==> config.mk <==
export PLATFORM = sky130hd
export DESIGN_NAME = tone_beep_generator
export DESIGN_NICKNAME = d
export VERILOG_FILES = /design/src/core/tone_pkg.sv /design/src/core/tone_beep_generator.sv
export SDC_FILE = /design/constraint.sdc
export NUM_CORES = 2
export LEC_CHECK = 0
export CAP_MARGIN = 10
export CORE_MARGIN = 2
export CORE_UTILIZATION = 59
export CTS_BUF_LIST = sky130_fd_sc_hd__clkbuf_4 sky130_fd_sc_hd__clkbuf_8
export CTS_CLUSTER_SIZE = 16
export DETAILED_ROUTE_END_ITERATION = 12
export DONT_BUFFER_PORTS = 1
export HOLD_SLACK_MARGIN = 0.05
export MAX_ROUTING_LAYER = met4
export PLACE_DENSITY = 0.75
export SLEW_MARGIN = 0
export SYNTH_ARGS = -nofsm -noshare
export SYNTH_HDL_FRONTEND = slang
export SYNTH_SLANG_ARGS = --single-unit
==> constraint.sdc <==
create_clock -name aclk -period 21.2 [get_ports aclk]
set_clock_uncertainty 0.2 [all_clocks]
set_input_delay 6.36 -clock aclk [delete_from_list [all_inputs] [get_ports aclk]]
set_output_delay 6.36 -clock aclk [all_outputs]
set_load 0.01 [all_outputs]
==> src/core/tone_pkg.sv <==
// Package with register map, field layout and timing constants of the tone generator.
package tone_pkg;
   // ----------------------------------------
   // Register indices and byte address width
   // ----------------------------------------
   localparam logic [7:0] IDX_RUN_KEYPAD = 8'hB4;
   localparam logic [7:0] IDX_LEVEL_SELECT = 8'hB5;
   localparam logic [7:0] IDX_REPEAT = 8'hB6;
   localparam logic [7:0] IDX_S1_LO = 8'hB7;
   localparam logic [7:0] IDX_S1_HI = 8'hB8;
   localparam logic [7:0] IDX_S2_LO = 8'hB9;
   localparam logic [7:0] IDX_S2_HI = 8'hBA;
   localparam logic [7:0] IDX_ON_DUR = 8'hBB;
   localparam logic [7:0] IDX_OFF_DUR = 8'hBC;
   localparam int ADDR_W = 12;
   // ----------------------------------------
   // Reset values
   // ----------------------------------------
   localparam logic [7:0] RST_RUN_KEYPAD = 8'h00;
   localparam logic [7:0] RST_LEVEL_SELECT = 8'h00;
   localparam logic [7:0] RST_REPEAT = 8'h00;
   localparam logic [7:0] RST_S1_LO = 8'h55;
   localparam logic [7:0] RST_S1_HI = 8'h15;
   localparam logic [7:0] RST_S2_LO = 8'h00;
   localparam logic [7:0] RST_S2_HI = 8'h40;
   localparam logic [7:0] RST_ON_DUR = 8'h02;
   localparam logic [7:0] RST_OFF_DUR = 8'h01;
   // ----------------------------------------
   // Field positions
   // ----------------------------------------
   localparam int RUN_BIT = 7;
   localparam int DUAL_TONE_BIT = 4;
   localparam int KEY_MSB = 3;
   localparam int GAIN_MSB = 7;
   localparam int GAIN_LSB = 4;
   localparam int SEL_MSB = 1;
   localparam int COUNT_MSB = 2;
   localparam int DUR_MSB = 5;
   // ----------------------------------------
   // Duration and repeat count encoding
   // ----------------------------------------
   localparam logic [5:0] DUR_FINE_LAST = 6'h14;
   localparam logic [5:0] DUR_COARSE_FIRST = 6'h19;
   localparam logic [5:0] DUR_COARSE_LAST = 6'h3C;
   localparam logic [5:0] DUR_CONTINUOUS = 6'h3F;
   localparam logic [2:0] COUNT_FOREVER = 3'h7;
   // ----------------------------------------
   // Timing
   // ----------------------------------------
   localparam int CLK_HZ = 100_000_000;
   localparam int SAMPLE_HZ = 48_000;
   localparam int SAMPLE_CYC = CLK_HZ / SAMPLE_HZ;
   localparam int FINE_STEP_MS = 10;
   localparam int COARSE_STEP_MS = 50;
   localparam int COARSE_BASE_MS = 250;
   localparam int MS_CYC = CLK_HZ / 1000;
   // ----------------------------------------
   // Types
   // ----------------------------------------
   typedef enum logic [1:0] {
      SEL_SUM = 2'b00,
      SEL_ONE = 2'b01,
      SEL_TWO = 2'b10,
      SEL_RAMP = 2'b11
   } sine_sel_t;
   typedef enum logic [1:0] {
      PH_IDLE = 2'b00,
      PH_ON = 2'b01,
      PH_OFF = 2'b10
   } phase_t;
   typedef struct packed {
      logic valid;
      logic signed [15:0] sample;
   } audio_t;
endpackage : tone_pkg

==> src/core/tone_beep_generator.sv <==
// Tone and beep generator with AXI4-Lite register access.
//
// Design decision made here: the AXI4-Lite interface to the registers.
`timescale 1ns/100ps
`default_nettype none
module tone_beep_generator #(
   parameter int MS_CYCLES = tone_pkg::MS_CYC,
   parameter int SAMPLE_CYCLES = tone_pkg::SAMPLE_CYC
) (
   input wire logic aclk,
   input wire logic aresetn,
   input wire logic [tone_pkg::ADDR_W-1:0] s_axi_awaddr,
   input wire logic s_axi_awvalid,
   output logic s_axi_awready,
   input wire logic [31:0] s_axi_wdata,
   input wire logic [3:0] s_axi_wstrb,
   input wire logic s_axi_wvalid,
   output logic s_axi_wready,
   output logic [1:0] s_axi_bresp,
   output logic s_axi_bvalid,
   input wire logic s_axi_bready,
   input wire logic [tone_pkg::ADDR_W-1:0] s_axi_araddr,
   input wire logic s_axi_arvalid,
   output logic s_axi_arready,
   output logic [31:0] s_axi_rdata,
   output logic [1:0] s_axi_rresp,
   output logic s_axi_rvalid,
   input wire logic s_axi_rready,
   output tone_pkg::audio_t tone_out
);
   // ----------------------------------------
   // Registers
   // ----------------------------------------
   logic run_r;
   logic dual_r;
   logic [3:0] key_r;
   logic [7:0] level_r;
   logic [2:0] count_r;
   logic [7:0] s1_lo_r, s1_hi_r, s2_lo_r, s2_hi_r;
   logic [5:0] on_r, off_r;
   localparam int ADDR_W_L = tone_pkg::ADDR_W;
   logic [ADDR_W_L-1:0] waddr_r;
   logic aw_have_r, w_have_r;
   logic [31:0] wdata_r;
   logic [3:0] wstrb_r;
   logic done_pulse;

   // ----------------------------------------
   // Write channel
   // ----------------------------------------
   assign s_axi_awready = !aw_have_r && !s_axi_bvalid;
   assign s_axi_wready = !w_have_r && !s_axi_bvalid;
   wire logic do_write = aw_have_r && w_have_r && !s_axi_bvalid;
   wire logic [9:0] widx = waddr_r[ADDR_W_L-1:2];
   wire logic wr_ok = (widx >= 10'(tone_pkg::IDX_RUN_KEYPAD))
      && (widx <= 10'(tone_pkg::IDX_OFF_DUR));

   always_ff @(posedge aclk) begin
      if (!aresetn) begin
         aw_have_r <= 1'b0;
         w_have_r <= 1'b0;
         waddr_r <= '0;
         wdata_r <= 32'h0000_0000;
         wstrb_r <= 4'h0;
         s_axi_bvalid <= 1'b0;
         s_axi_bresp <= 2'b00;
      end else begin
         if (s_axi_awvalid && s_axi_awready) begin
            aw_have_r <= 1'b1;
            waddr_r <= s_axi_awaddr;
         end
         if (s_axi_wvalid && s_axi_wready) begin
            w_have_r <= 1'b1;
            wdata_r <= s_axi_wdata;
            wstrb_r <= s_axi_wstrb;
         end
         if (do_write) begin
            aw_have_r <= 1'b0;
            w_have_r <= 1'b0;
            s_axi_bvalid <= 1'b1;
            s_axi_bresp <= wr_ok ? 2'b00 : 2'b10;
         end else if (s_axi_bvalid && s_axi_bready) begin
            s_axi_bvalid <= 1'b0;
         end
      end
   end

   wire logic wr_en = do_write && wr_ok && wstrb_r[0];
   wire logic [7:0] wb = wdata_r[7:0];

   always_ff @(posedge aclk) begin
      if (!aresetn) begin
         run_r <= tone_pkg::RST_RUN_KEYPAD[tone_pkg::RUN_BIT];
         dual_r <= tone_pkg::RST_RUN_KEYPAD[tone_pkg::DUAL_TONE_BIT];
         key_r <= tone_pkg::RST_RUN_KEYPAD[tone_pkg::KEY_MSB:0];
         level_r <= tone_pkg::RST_LEVEL_SELECT;
         count_r <= tone_pkg::RST_REPEAT[tone_pkg::COUNT_MSB:0];
         s1_lo_r <= tone_pkg::RST_S1_LO;
         s1_hi_r <= tone_pkg::RST_S1_HI;
         s2_lo_r <= tone_pkg::RST_S2_LO;
         s2_hi_r <= tone_pkg::RST_S2_HI;
         on_r <= tone_pkg::RST_ON_DUR[tone_pkg::DUR_MSB:0];
         off_r <= tone_pkg::RST_OFF_DUR[tone_pkg::DUR_MSB:0];
      end else begin
         if (done_pulse) begin
            run_r <= 1'b0;
         end
         if (wr_en) begin
            unique case (widx[7:0])
               tone_pkg::IDX_RUN_KEYPAD: begin
                  run_r <= wb[tone_pkg::RUN_BIT];
                  dual_r <= wb[tone_pkg::DUAL_TONE_BIT];
                  key_r <= wb[tone_pkg::KEY_MSB:0];
               end
               tone_pkg::IDX_LEVEL_SELECT: level_r <= {wb[7:4], 2'b00, wb[1:0]};
               tone_pkg::IDX_REPEAT: count_r <= wb[tone_pkg::COUNT_MSB:0];
               tone_pkg::IDX_S1_LO: s1_lo_r <= wb;
               tone_pkg::IDX_S1_HI: s1_hi_r <= wb;
               tone_pkg::IDX_S2_LO: s2_lo_r <= wb;
               tone_pkg::IDX_S2_HI: s2_hi_r <= wb;
               tone_pkg::IDX_ON_DUR: on_r <= wb[tone_pkg::DUR_MSB:0];
               tone_pkg::IDX_OFF_DUR: off_r <= wb[tone_pkg::DUR_MSB:0];
               default: begin
               end
            endcase
         end
      end
   end

   // ----------------------------------------
   // Read channel
   // ----------------------------------------
   assign s_axi_arready = !s_axi_rvalid;
   wire logic [9:0] ridx = s_axi_araddr[ADDR_W_L-1:2];
   logic [7:0] rbyte;
   logic rd_ok;

   always_comb begin
      rbyte = 8'h00;
      rd_ok = 1'b1;
      unique case (ridx)
         10'(tone_pkg::IDX_RUN_KEYPAD): rbyte = {run_r, 2'b00, dual_r, key_r};
         10'(tone_pkg::IDX_LEVEL_SELECT): rbyte = level_r;
         10'(tone_pkg::IDX_REPEAT): rbyte = {5'h00, count_r};
         10'(tone_pkg::IDX_S1_LO): rbyte = s1_lo_r;
         10'(tone_pkg::IDX_S1_HI): rbyte = s1_hi_r;
         10'(tone_pkg::IDX_S2_LO): rbyte = s2_lo_r;
         10'(tone_pkg::IDX_S2_HI): rbyte = s2_hi_r;
         10'(tone_pkg::IDX_ON_DUR): rbyte = {2'b00, on_r};
         10'(tone_pkg::IDX_OFF_DUR): rbyte = {2'b00, off_r};
         default: rd_ok = 1'b0;
      endcase
   end

   always_ff @(posedge aclk) begin
      if (!aresetn) begin
         s_axi_rvalid <= 1'b0;
         s_axi_rdata <= 32'h0000_0000;
         s_axi_rresp <= 2'b00;
      end else if (s_axi_arvalid && s_axi_arready) begin
         s_axi_rvalid <= 1'b1;
         s_axi_rdata <= {24'h00_0000, rbyte};
         s_axi_rresp <= rd_ok ? 2'b00 : 2'b10;
      end else if (s_axi_rvalid && s_axi_rready) begin
         s_axi_rvalid <= 1'b0;
      end
   end

   // ----------------------------------------
   // Sample tick and duration decode
   // ----------------------------------------
   logic [15:0] tick_cnt_r;
   wire logic tick = (tick_cnt_r == 16'(SAMPLE_CYCLES - 1));

   always_ff @(posedge aclk) begin
      if (!aresetn || tick) begin
         tick_cnt_r <= 16'h0000;
      end else begin
         tick_cnt_r <= tick_cnt_r + 16'h0001;
      end
   end

   // Reserved codes fall back to the shortest time so a cycle always ends.
   function automatic logic [11:0] dur_ms(input logic [5:0] code);
      if (code <= tone_pkg::DUR_FINE_LAST) begin
         dur_ms = 12'((int'(code) + 1) * tone_pkg::FINE_STEP_MS);
      end else if (code >= tone_pkg::DUR_COARSE_FIRST && code <= tone_pkg::DUR_COARSE_LAST) begin
         dur_ms = 12'(tone_pkg::COARSE_BASE_MS
            + (int'(code) - int'(tone_pkg::DUR_COARSE_FIRST)) * tone_pkg::COARSE_STEP_MS);
      end else begin
         dur_ms = 12'(tone_pkg::FINE_STEP_MS);
      end
   endfunction : dur_ms

   function automatic logic [5:0] cycles(input logic [2:0] c);
      unique case (c)
         3'h4: cycles = 6'd8;
         3'h5: cycles = 6'd16;
         3'h6: cycles = 6'd32;
         default: cycles = 6'(c) + 6'd1;
      endcase
   endfunction : cycles

   // ----------------------------------------
   // Beep sequencer
   // ----------------------------------------
   tone_pkg::phase_t phase_r;
   logic [16:0] ms_cnt_r;
   logic [11:0] ms_left_r;
   logic [5:0] beeps_r;
   wire logic ms_tick = (ms_cnt_r == 17'(MS_CYCLES - 1));
   wire logic on_forever = (on_r == tone_pkg::DUR_CONTINUOUS);
   wire logic period_end = ms_tick && (ms_left_r == 12'd1);
   assign done_pulse = (phase_r == tone_pkg::PH_OFF) && period_end
      && (count_r != tone_pkg::COUNT_FOREVER) && (beeps_r == 6'd1);

   always_ff @(posedge aclk) begin
      if (!aresetn) begin
         phase_r <= tone_pkg::PH_IDLE;
         ms_cnt_r <= '0;
         ms_left_r <= 12'd0;
         beeps_r <= 6'd0;
      end else begin
         ms_cnt_r <= ms_tick ? 17'd0 : ms_cnt_r + 17'd1;
         if (ms_tick && ms_left_r != 12'd0) begin
            ms_left_r <= ms_left_r - 12'd1;
         end
         unique case (phase_r)
            tone_pkg::PH_IDLE: begin
               if (run_r) begin
                  phase_r <= tone_pkg::PH_ON;
                  ms_cnt_r <= '0;
                  ms_left_r <= dur_ms(on_r);
                  beeps_r <= cycles(count_r);
               end
            end
            tone_pkg::PH_ON: begin
               if (!run_r) begin
                  phase_r <= tone_pkg::PH_IDLE;
               end else if (period_end && !on_forever) begin
                  phase_r <= tone_pkg::PH_OFF;
                  ms_left_r <= dur_ms(off_r);
               end
            end
            tone_pkg::PH_OFF: begin
               if (!run_r || done_pulse) begin
                  phase_r <= tone_pkg::PH_IDLE;
               end else if (period_end) begin
                  phase_r <= tone_pkg::PH_ON;
                  ms_left_r <= dur_ms(on_r);
                  beeps_r <= beeps_r - 6'd1;
               end
            end
            default: phase_r <= tone_pkg::PH_IDLE;
         endcase
      end
   end

   // ----------------------------------------
   // Sine generators
   // ----------------------------------------
   // Row and column steps for the keypad, 12 kHz base.
   function automatic logic [15:0] key_step(input logic [1:0] i, input logic col);
      logic [15:0] r;
      r = 16'h0000;
      if (!col) begin
         unique case (i)
            2'd0: r = 16'h0EDF;
            2'd1: r = 16'h1069;
            2'd2: r = 16'h122B;
            2'd3: r = 16'h1415;
         endcase
      end else begin
         unique case (i)
            2'd0: r = 16'h19C8;
            2'd1: r = 16'h1C86;
            2'd2: r = 16'h1F9B;
            2'd3: r = 16'h22EF;
         endcase
      end
      key_step = r;
   endfunction : key_step

   logic [1:0] row, col;
   always_comb begin
      unique case (key_r)
         4'h1: {row, col} = 4'b0000;
         4'h2: {row, col} = 4'b0001;
         4'h3: {row, col} = 4'b0010;
         4'hA: {row, col} = 4'b0011;
         4'h4: {row, col} = 4'b0100;
         4'h5: {row, col} = 4'b0101;
         4'h6: {row, col} = 4'b0110;
         4'hB: {row, col} = 4'b0111;
         4'h7: {row, col} = 4'b1000;
         4'h8: {row, col} = 4'b1001;
         4'h9: {row, col} = 4'b1010;
         4'hC: {row, col} = 4'b1011;
         4'hE: {row, col} = 4'b1100;
         4'h0: {row, col} = 4'b1101;
         4'hF: {row, col} = 4'b1110;
         default: {row, col} = 4'b1111;
      endcase
   end

   wire logic [15:0] step1 = dual_r ? key_step(row, 1'b0) : {s1_hi_r, s1_lo_r};
   wire logic [15:0] step2 = dual_r ? key_step(col, 1'b1) : {s2_hi_r, s2_lo_r};
   logic [15:0] acc1_r, acc2_r;
   wire logic active = (phase_r == tone_pkg::PH_ON);

   always_ff @(posedge aclk) begin
      if (!aresetn || phase_r == tone_pkg::PH_IDLE) begin
         acc1_r <= 16'h0000;
         acc2_r <= 16'h0000;
      end else if (tick) begin
         acc1_r <= acc1_r + step1 + 16'h0001;
         acc2_r <= acc2_r + step2 + 16'h0001;
      end
   end

   // Parabolic sine approximation keeps the block free of a ROM.
   function automatic logic signed [15:0] sine(input logic [15:0] ph);
      logic [14:0] x;
      logic [29:0] p;
      logic [15:0] m;
      x = ph[14:0];
      p = 30'(x) * 30'(15'h7FFF - x);
      m = 16'(p[29:13]);
      sine = ph[15] ? -$signed({1'b0, m[15:1]}) : $signed({1'b0, m[15:1]});
   endfunction : sine

   wire logic signed [15:0] w1 = sine(acc1_r);
   wire logic signed [15:0] w2 = sine(acc2_r);
   wire logic signed [15:0] c1 = sine(acc1_r + 16'h4000);
   logic signed [16:0] mix;

   always_comb begin
      unique case (tone_pkg::sine_sel_t'(level_r[tone_pkg::SEL_MSB:0]))
         tone_pkg::SEL_SUM: mix = (17'(w1) + 17'(w2)) >>> 1;
         tone_pkg::SEL_ONE: mix = 17'(w1);
         tone_pkg::SEL_TWO: mix = 17'(w2);
         default: mix = 17'sh03FFF - 17'(c1);
      endcase
   end

   function automatic logic [15:0] gain(input logic [3:0] g);
      unique case (g)
         4'h0: gain = 16'h7FFF;
         4'h1: gain = 16'h5FFC;
         4'h2: gain = 16'h4026;
         4'h3: gain = 16'h2FFE;
         4'h4: gain = 16'h2013;
         4'h5: gain = 16'h1800;
         4'h6: gain = 16'h100A;
         4'h7: gain = 16'h0C00;
         4'h8: gain = 16'h0805;
         4'h9: gain = 16'h0600;
         4'hA: gain = 16'h0402;
         4'hB: gain = 16'h0300;
         4'hC: gain = 16'h0201;
         4'hD: gain = 16'h0180;
         4'hE: gain = 16'h0101;
         default: gain = 16'h00C0;
      endcase
   endfunction : gain

   wire logic signed [33:0] scaled = 34'(mix) * $signed({2'b00, gain(level_r[7:4])});

   always_ff @(posedge aclk) begin
      if (!aresetn) begin
         tone_out <= '0;
      end else begin
         tone_out.valid <= tick;
         tone_out.sample <= active ? scaled[30:15] : 16'sh0000;
      end
   end
endmodule : tone_beep_generator
`default_nettype wire

# == Word level (Yosys, flattened, before mapping) ==
# Memory sizes are Yosys's and may differ from the RTL's. A register that Yosys moved wholly into a read port is not among the register bits.
# Index checks and enable logic that the tools add are counted.
# totals
word_cells,215
memories,2
reg_bits,198
out_inout_bits,58
rom_bits,304
input_bits,67
# memory_table
memory,depth,word_bits,rd,rd_ports_with_merged_regs,wr,line,text
(no name shown),16,15,1,1,0,tone_beep_generator.sv:347,unique case (g)
(no name shown),16,4,1,1,0,tone_beep_generator.sv:286,unique case (key_r)
# op_classes
n_reduce_logical,52
bitwise,1
mul,8
mux,48
n_eq_ne,42
magnitude_cmp,8
add_sub_neg,24
# ops
op,count
16-bit one-hot mux with 4 select lines,2
12-bit two-way mux,10
10-bit by 8-bit == test with 1-bit output (second input constant),9
16-bit by 16-bit multiplier with 29-bit output,3
16-bit two-way mux,5
8-bit == test (second input constant),9
8-bit one-hot mux with 9 select lines,1
17-bit two-way mux,3
17-bit one-hot mux with 3 select lines,1
16-bit by 1-bit adder with 16-bit output (second input constant),3
15-bit negation with 16-bit output,3
15-bit by 15-bit subtractor with 16-bit output (first input constant),3
12-bit one-hot mux with 3 select lines,1
16-bit adder,2
17-bit by 17-bit multiplier with 31-bit output,1
9-bit by 12-bit adder with 12-bit output (first input constant),2
7-bit by 6-bit multiplier with 11-bit output (second input constant),2
1-bit logical AND,20
7-bit by 3-bit multiplier with 10-bit output (second input constant),2
2-bit AND reduction,10
6-bit two-way mux,3
6-bit one-hot mux with 3 select lines,1
16-bit by 16-bit adder with 17-bit output,1
17-bit by 1-bit adder with 17-bit output (second input constant),1
38 further kinds,85

# == Longest topological paths before layout ==
# depth
depth_word,8
ltp_mapped,64
ltp_nobuf,61

# == Worst setup path after synthesis ==
# No wires, ideal clock.
# synth_path
kind,register -> register
from,reg acc1_r[13]
to,reg tone_out[15] (netlist bit)
setup_ns,0.074
path_buffers,3
t_required_ns,20.926
path_stages_with_launch,57
t_arrival_ns,14.100
synth_period_minus_slack_ns,14.374
slack_ns,6.826
cell_sequence,dfxtp_1 clkbuf_1 clkbuf_1 nand2_1 fa_1 fa_1 inv_1 fa_1 inv_1 fa_1 fa_1 inv_1 fa_1 ha_1 o21ai_0 o22a_1 o21ai_0 nor2_1 [21 not listed] fa_1 inv_1 fa_1 fa_1 inv_1 fa_1 ha_1 o2111ai_1 a21oi_1 a221oi_1 o21ai_0 a21oi_1 o211a_1 o21ai_0 o41ai_1 xnor2_1 or4_1 o21ai_0
# synth_via
elab_chain_cells,8
elab_cells_between_ends,13
classes_between,add/sub (7); mul (3); mux (3)
# synth_rtl
item,line,text
start: declaration,tone_beep_generator.sv:308,"logic [15:0] acc1_r, acc2_r;"
start signal: assignment,tone_beep_generator.sv:316,acc1_r <= acc1_r + step1 + 16'h0001;
16-bit by 15-bit adder with 16-bit output,tone_beep_generator.sv:334,wire logic signed [15:0] c1 = sine(acc1_r + 16'h4000);
15-bit by 15-bit subtractor with 16-bit output,tone_beep_generator.sv:327,p = 30'(x) * 30'(15'h7FFF - x);
16-bit by 16-bit multiplier with 29-bit output,tone_beep_generator.sv:327,
15-bit negation with 16-bit output,tone_beep_generator.sv:329,"sine = ph[15] ? -$signed({1'b0, m[15:1]}) : $signed({1'b0, m[15:1]});"
16-bit two-way mux,tone_beep_generator.sv:329,
15-bit by 16-bit subtractor with 17-bit output,tone_beep_generator.sv:342,default: mix = 17'sh03FFF - 17'(c1);
17-bit one-hot mux with 3 select lines (*),tone_beep_generator.sv:338,unique case (tone_pkg::sine_sel_t'(level_r[tone_pkg::SEL_MSB:0]))
17-bit by 17-bit multiplier with 31-bit output (*),tone_beep_generator.sv:367,"wire logic signed [33:0] scaled = 34'(mix) * $signed({2'b00, gain(level_r[7:4])});"
end: declaration,tone_beep_generator.sv:29,output tone_pkg::audio_t tone_out
# Mark *: on every way between the ends. The rest lies on a longest branch, timed or not.
# A chain may end at the register's enable or synchronous reset.

# == Worst setup path in the final report ==
# layout_path
from,reg acc2_r[1]
to,reg tone_out[15] (netlist bit)
# layout_via
elab_chain_cells,7
# layout_rtl
item,line,text
start: declaration,tone_beep_generator.sv:308,
start signal: assignment,tone_beep_generator.sv:317,acc2_r <= acc2_r + step2 + 16'h0001;
15-bit by 15-bit subtractor with 16-bit output,tone_beep_generator.sv:327,
16-bit by 16-bit multiplier with 29-bit output (*),tone_beep_generator.sv:327,
15-bit negation with 16-bit output,tone_beep_generator.sv:329,
16-bit two-way mux (*),tone_beep_generator.sv:329,
16-bit by 16-bit adder with 17-bit output,tone_beep_generator.sv:339,tone_pkg::SEL_SUM: mix = (17'(w1) + 17'(w2)) >>> 1;
17-bit one-hot mux with 3 select lines (*),tone_beep_generator.sv:338,
17-bit by 17-bit multiplier with 31-bit output (*),tone_beep_generator.sv:367,
# Marked as above.

==> impl_metrics.json <==
{
  "fmax_mhz": 59.1,
  "tritoncts": "done",
  "startpoint_type": "flip-flop",
  "clk-insertion-delay-late_ns": 0.63,
  "ys_seq_area_share_pct": 10.1,
  "p_leak_uw": 0.0222,
  "max_slew_margin_pct": 21.9,
  "crit_type": "reg -> reg",
  "vdd_drop_max_v": 0.0000508,
  "cts_hold_buf": 0,
  "crit_path_frequent_cell": "fa_1",
  "wl_per_cell_um": 17.3,
  "via_per_inst": 5.69,
  "slowest_stage": "xnor2_1",
  "gp_congestion": 0.953,
  "dieHeight_um": 271,
  "die-area_um2": 73600,
  "whs_ns": 0.258,
  "grt_pass1_wl_um": 172000,
  "h-tree-depth": 2,
  "rsz0062_at_grt": "no",
  "core_um2": 71100,
  "grt_max_degree": 91,
  "layout_commonest_cell": "inv_1",
  "finalNonFillerCells": 5911,
  "timing.final.crit_share_pct": 79.9,
  "hp-class": "reg -> reg",
  "final_layout_size_suffix_gt1_share_pct": 3.75,
  "syn_area_um2": 42200,
  "clk_pin_slew_ns": 0.06,
  "synthCells": 5072,
  "synth_top_area_cell": "fa_1",
  "track_usage_pct": 29.4,
  "end_kind": "flip-flop",
  "numCtsBuffers": 40,
  "fin_crit_ns": 16.93,
  "dp.cells": 5843,
  "layout.nets": 6157,
  "post-cts-setup-buffers": 0,
  "first_global_vias": 34700,
  "worst_pin_slew_ns": 1.17,
  "num_rows": 98,
  "vias": 33600,
  "slowest_delay_ns": 0.78,
  "post-route-util_pct": 61.3,
  "synth_cell_types": 102,
  "ff2ff_path_depth": 52,
  "cts_max_path_buffers": 3,
  "drt_pass1_iterations": 5,
  "syn_avg_cell_area_um2": 8.31,
  "synth-async-reset-ratio_pct": 0,
  "power_density_nw_per_um2": 20.3,
  "antenna_found_initial": 0,
  "ys_ff_latch": 213,
  "critical_path_arrival_ns": 17.27,
  "cts_root_buf": "clkbuf_8",
  "max_cap_viol_count": 0,
  "synth_flop_cell": "dfxtp_1",
  "synth_top_area_share_pct": 29.5,
  "postCtsResizedCells": 0,
  "drtIter0Drc": 2371,
  "place_area_um2": 42700,
  "insertedDiodeCount": 0,
  "ys_warn_count": 0,
  "fin_area_um2": 43600,
  "grt_overflow": 0,
  "ios": 125,
  "initial_core_util_pct": 59.3,
  "postRouteAntennaNets": 0,
  "port_buffers": 0,
  "drcViolationCount": 0,
  "hold_viol": 0,
  "die_width_um": 271,
  "mostFrequentLayoutCells": "inv_1 (922), fa_1 (621), nand2_1 (574)",
  "wirelength_um": 102000,
  "ys_top_cells_by_area": "fa_1 (29%), ha_1 (16%), dfxtp_1 (10%)",
  "hpwl_um": 80000,
  "drv_slew": 0,
  "hold_depth": 2,
  "setup_viol": 0,
  "synth-edff-count": 0,
  "crit_path_max_fanout": 19,
  "critical_path_required_ns": 21.54,
  "syn_to_final_growth_pct": 3.43,
  "fin_setup_tns_ns": 0,
  "clock-sinks": 213,
  "run_status": "complete, no violations"
}
metrics by stage:
stage / setup WS (ns) / total power (uW)
4_1_cts: 4.31 / 893
6_report: 4.27 / 886
5_1_grt: 3.25 / 914
3_3_place_gp: 4.58 / 441
3_5_place_dp: 4.35 / 442
2_1_floorplan: 6.83 / 441
worst max-delay path, delay by kind of cell (launching register included):
family	cells	cell delay (ns)
XOR/XNOR	3	1.00
AO/OA/AOI/OAI	20	5.02
adder cells (fa/ha/maj)	16	7.62
flip-flops	1	0.60
buffers and inverters	8	1.37
AND/OR/NAND/NOR	5	1.00
logic make-up (layout without fill, tap and decap cells):
group | after synthesis | after routing | synth area share, %
AO/OA/AOI/OAI | 665 | 665 | 10.2
adder cells (fa/ha/maj) | 1155 | 1155 | 45.3
XOR/XNOR | 224 | 224 | 4.70
AND/OR/NAND/NOR | 1559 | 1559 | 16.8
buffers and inverters | 1189 | 1053 | 10.9
other | 1 | 26 | 0.00890
flip-flops | 213 | 213 | 10.1
multiplexers | 66 | 66 | 1.86
report_power, final:
group / total (uW) / internal, uW / switching, uW
combinational: 21.7 / 6.93 / 14.8
sequential: 412 / 405 / 7.26
clock: 452 / 265 / 187
total: 886 / 677 / 209
state kept, by name, indices dropped and copies added (netlist names), 8 cells and up, named ones only:
signal,cells
wdata_r,8
s2_hi_r,8
ms_cnt_r,17
tick_cnt_r,16
s1_lo_r,8
s_axi_rdata,8
acc1_r,16
s1_hi_r,8
ms_left_r,12
s2_lo_r,8
waddr_r,10
acc2_r,16
tone_out,17
worst paths after layout:
| path | start | to | slack, ns |
|---|---|---|---|
| max | acc2_r[1] | tone_out[15] | 4.27 |
| min | wstrb_r[0] | wstrb_r[0] | 0.26 |
| max reg2reg | acc2_r[1] | tone_out[15] | 4.27 |
| min reg2reg | wstrb_r[0] | wstrb_r[0] | 0.26 |
per-layer routing:
| layer | vias to the layer above | routed length (um) | GRT usage (%) |
|---|---|---|---|
| li1 | 15800 | - | - |
| met1 | 16400 | 42700 | 37.0 |
| met2 | 1148 | 48800 | 48.6 |
| met3 | 248 | 6880 | 3.88 |
| met4 | 0 | 4000 | 10.7 |
| met5 | - | 0 | - |
cell type report:
type                       instances  area [um2]
timing repair buffer              49         368
clock buffer                      61         758
sequential                       213        4270
inverter                         936        3510
fill                            6267       27500
clock inverter                     7         130
tap                              950        1190
multi-input combinational       3695       33400
cell usage after synthesis (17+ instances only):
cell / n
a31oi_1: 32
clkbuf_1: 181
o21a_1: 32
fa_1: 621
o22ai_1: 17
a21o_1: 47
ha_1: 534
mux2i_1: 47
dfxtp_1: 213
nand3_1: 82
nor2b_1: 28
nand2_1: 574
inv_1: 922
or3_1: 33
a21oi_1: 208
xnor2_1: 142
a211oi_1: 26
nand4_1: 21
and2_1: 79
nor3_1: 59
o21ai_0: 121
buf_4: 26
buf_1: 31
and3_1: 38
nor3b_1: 36
nor2_1: 500
nor4_1: 17
xor2_1: 81
Note: power is estimated with default switching activity, not from simulation.
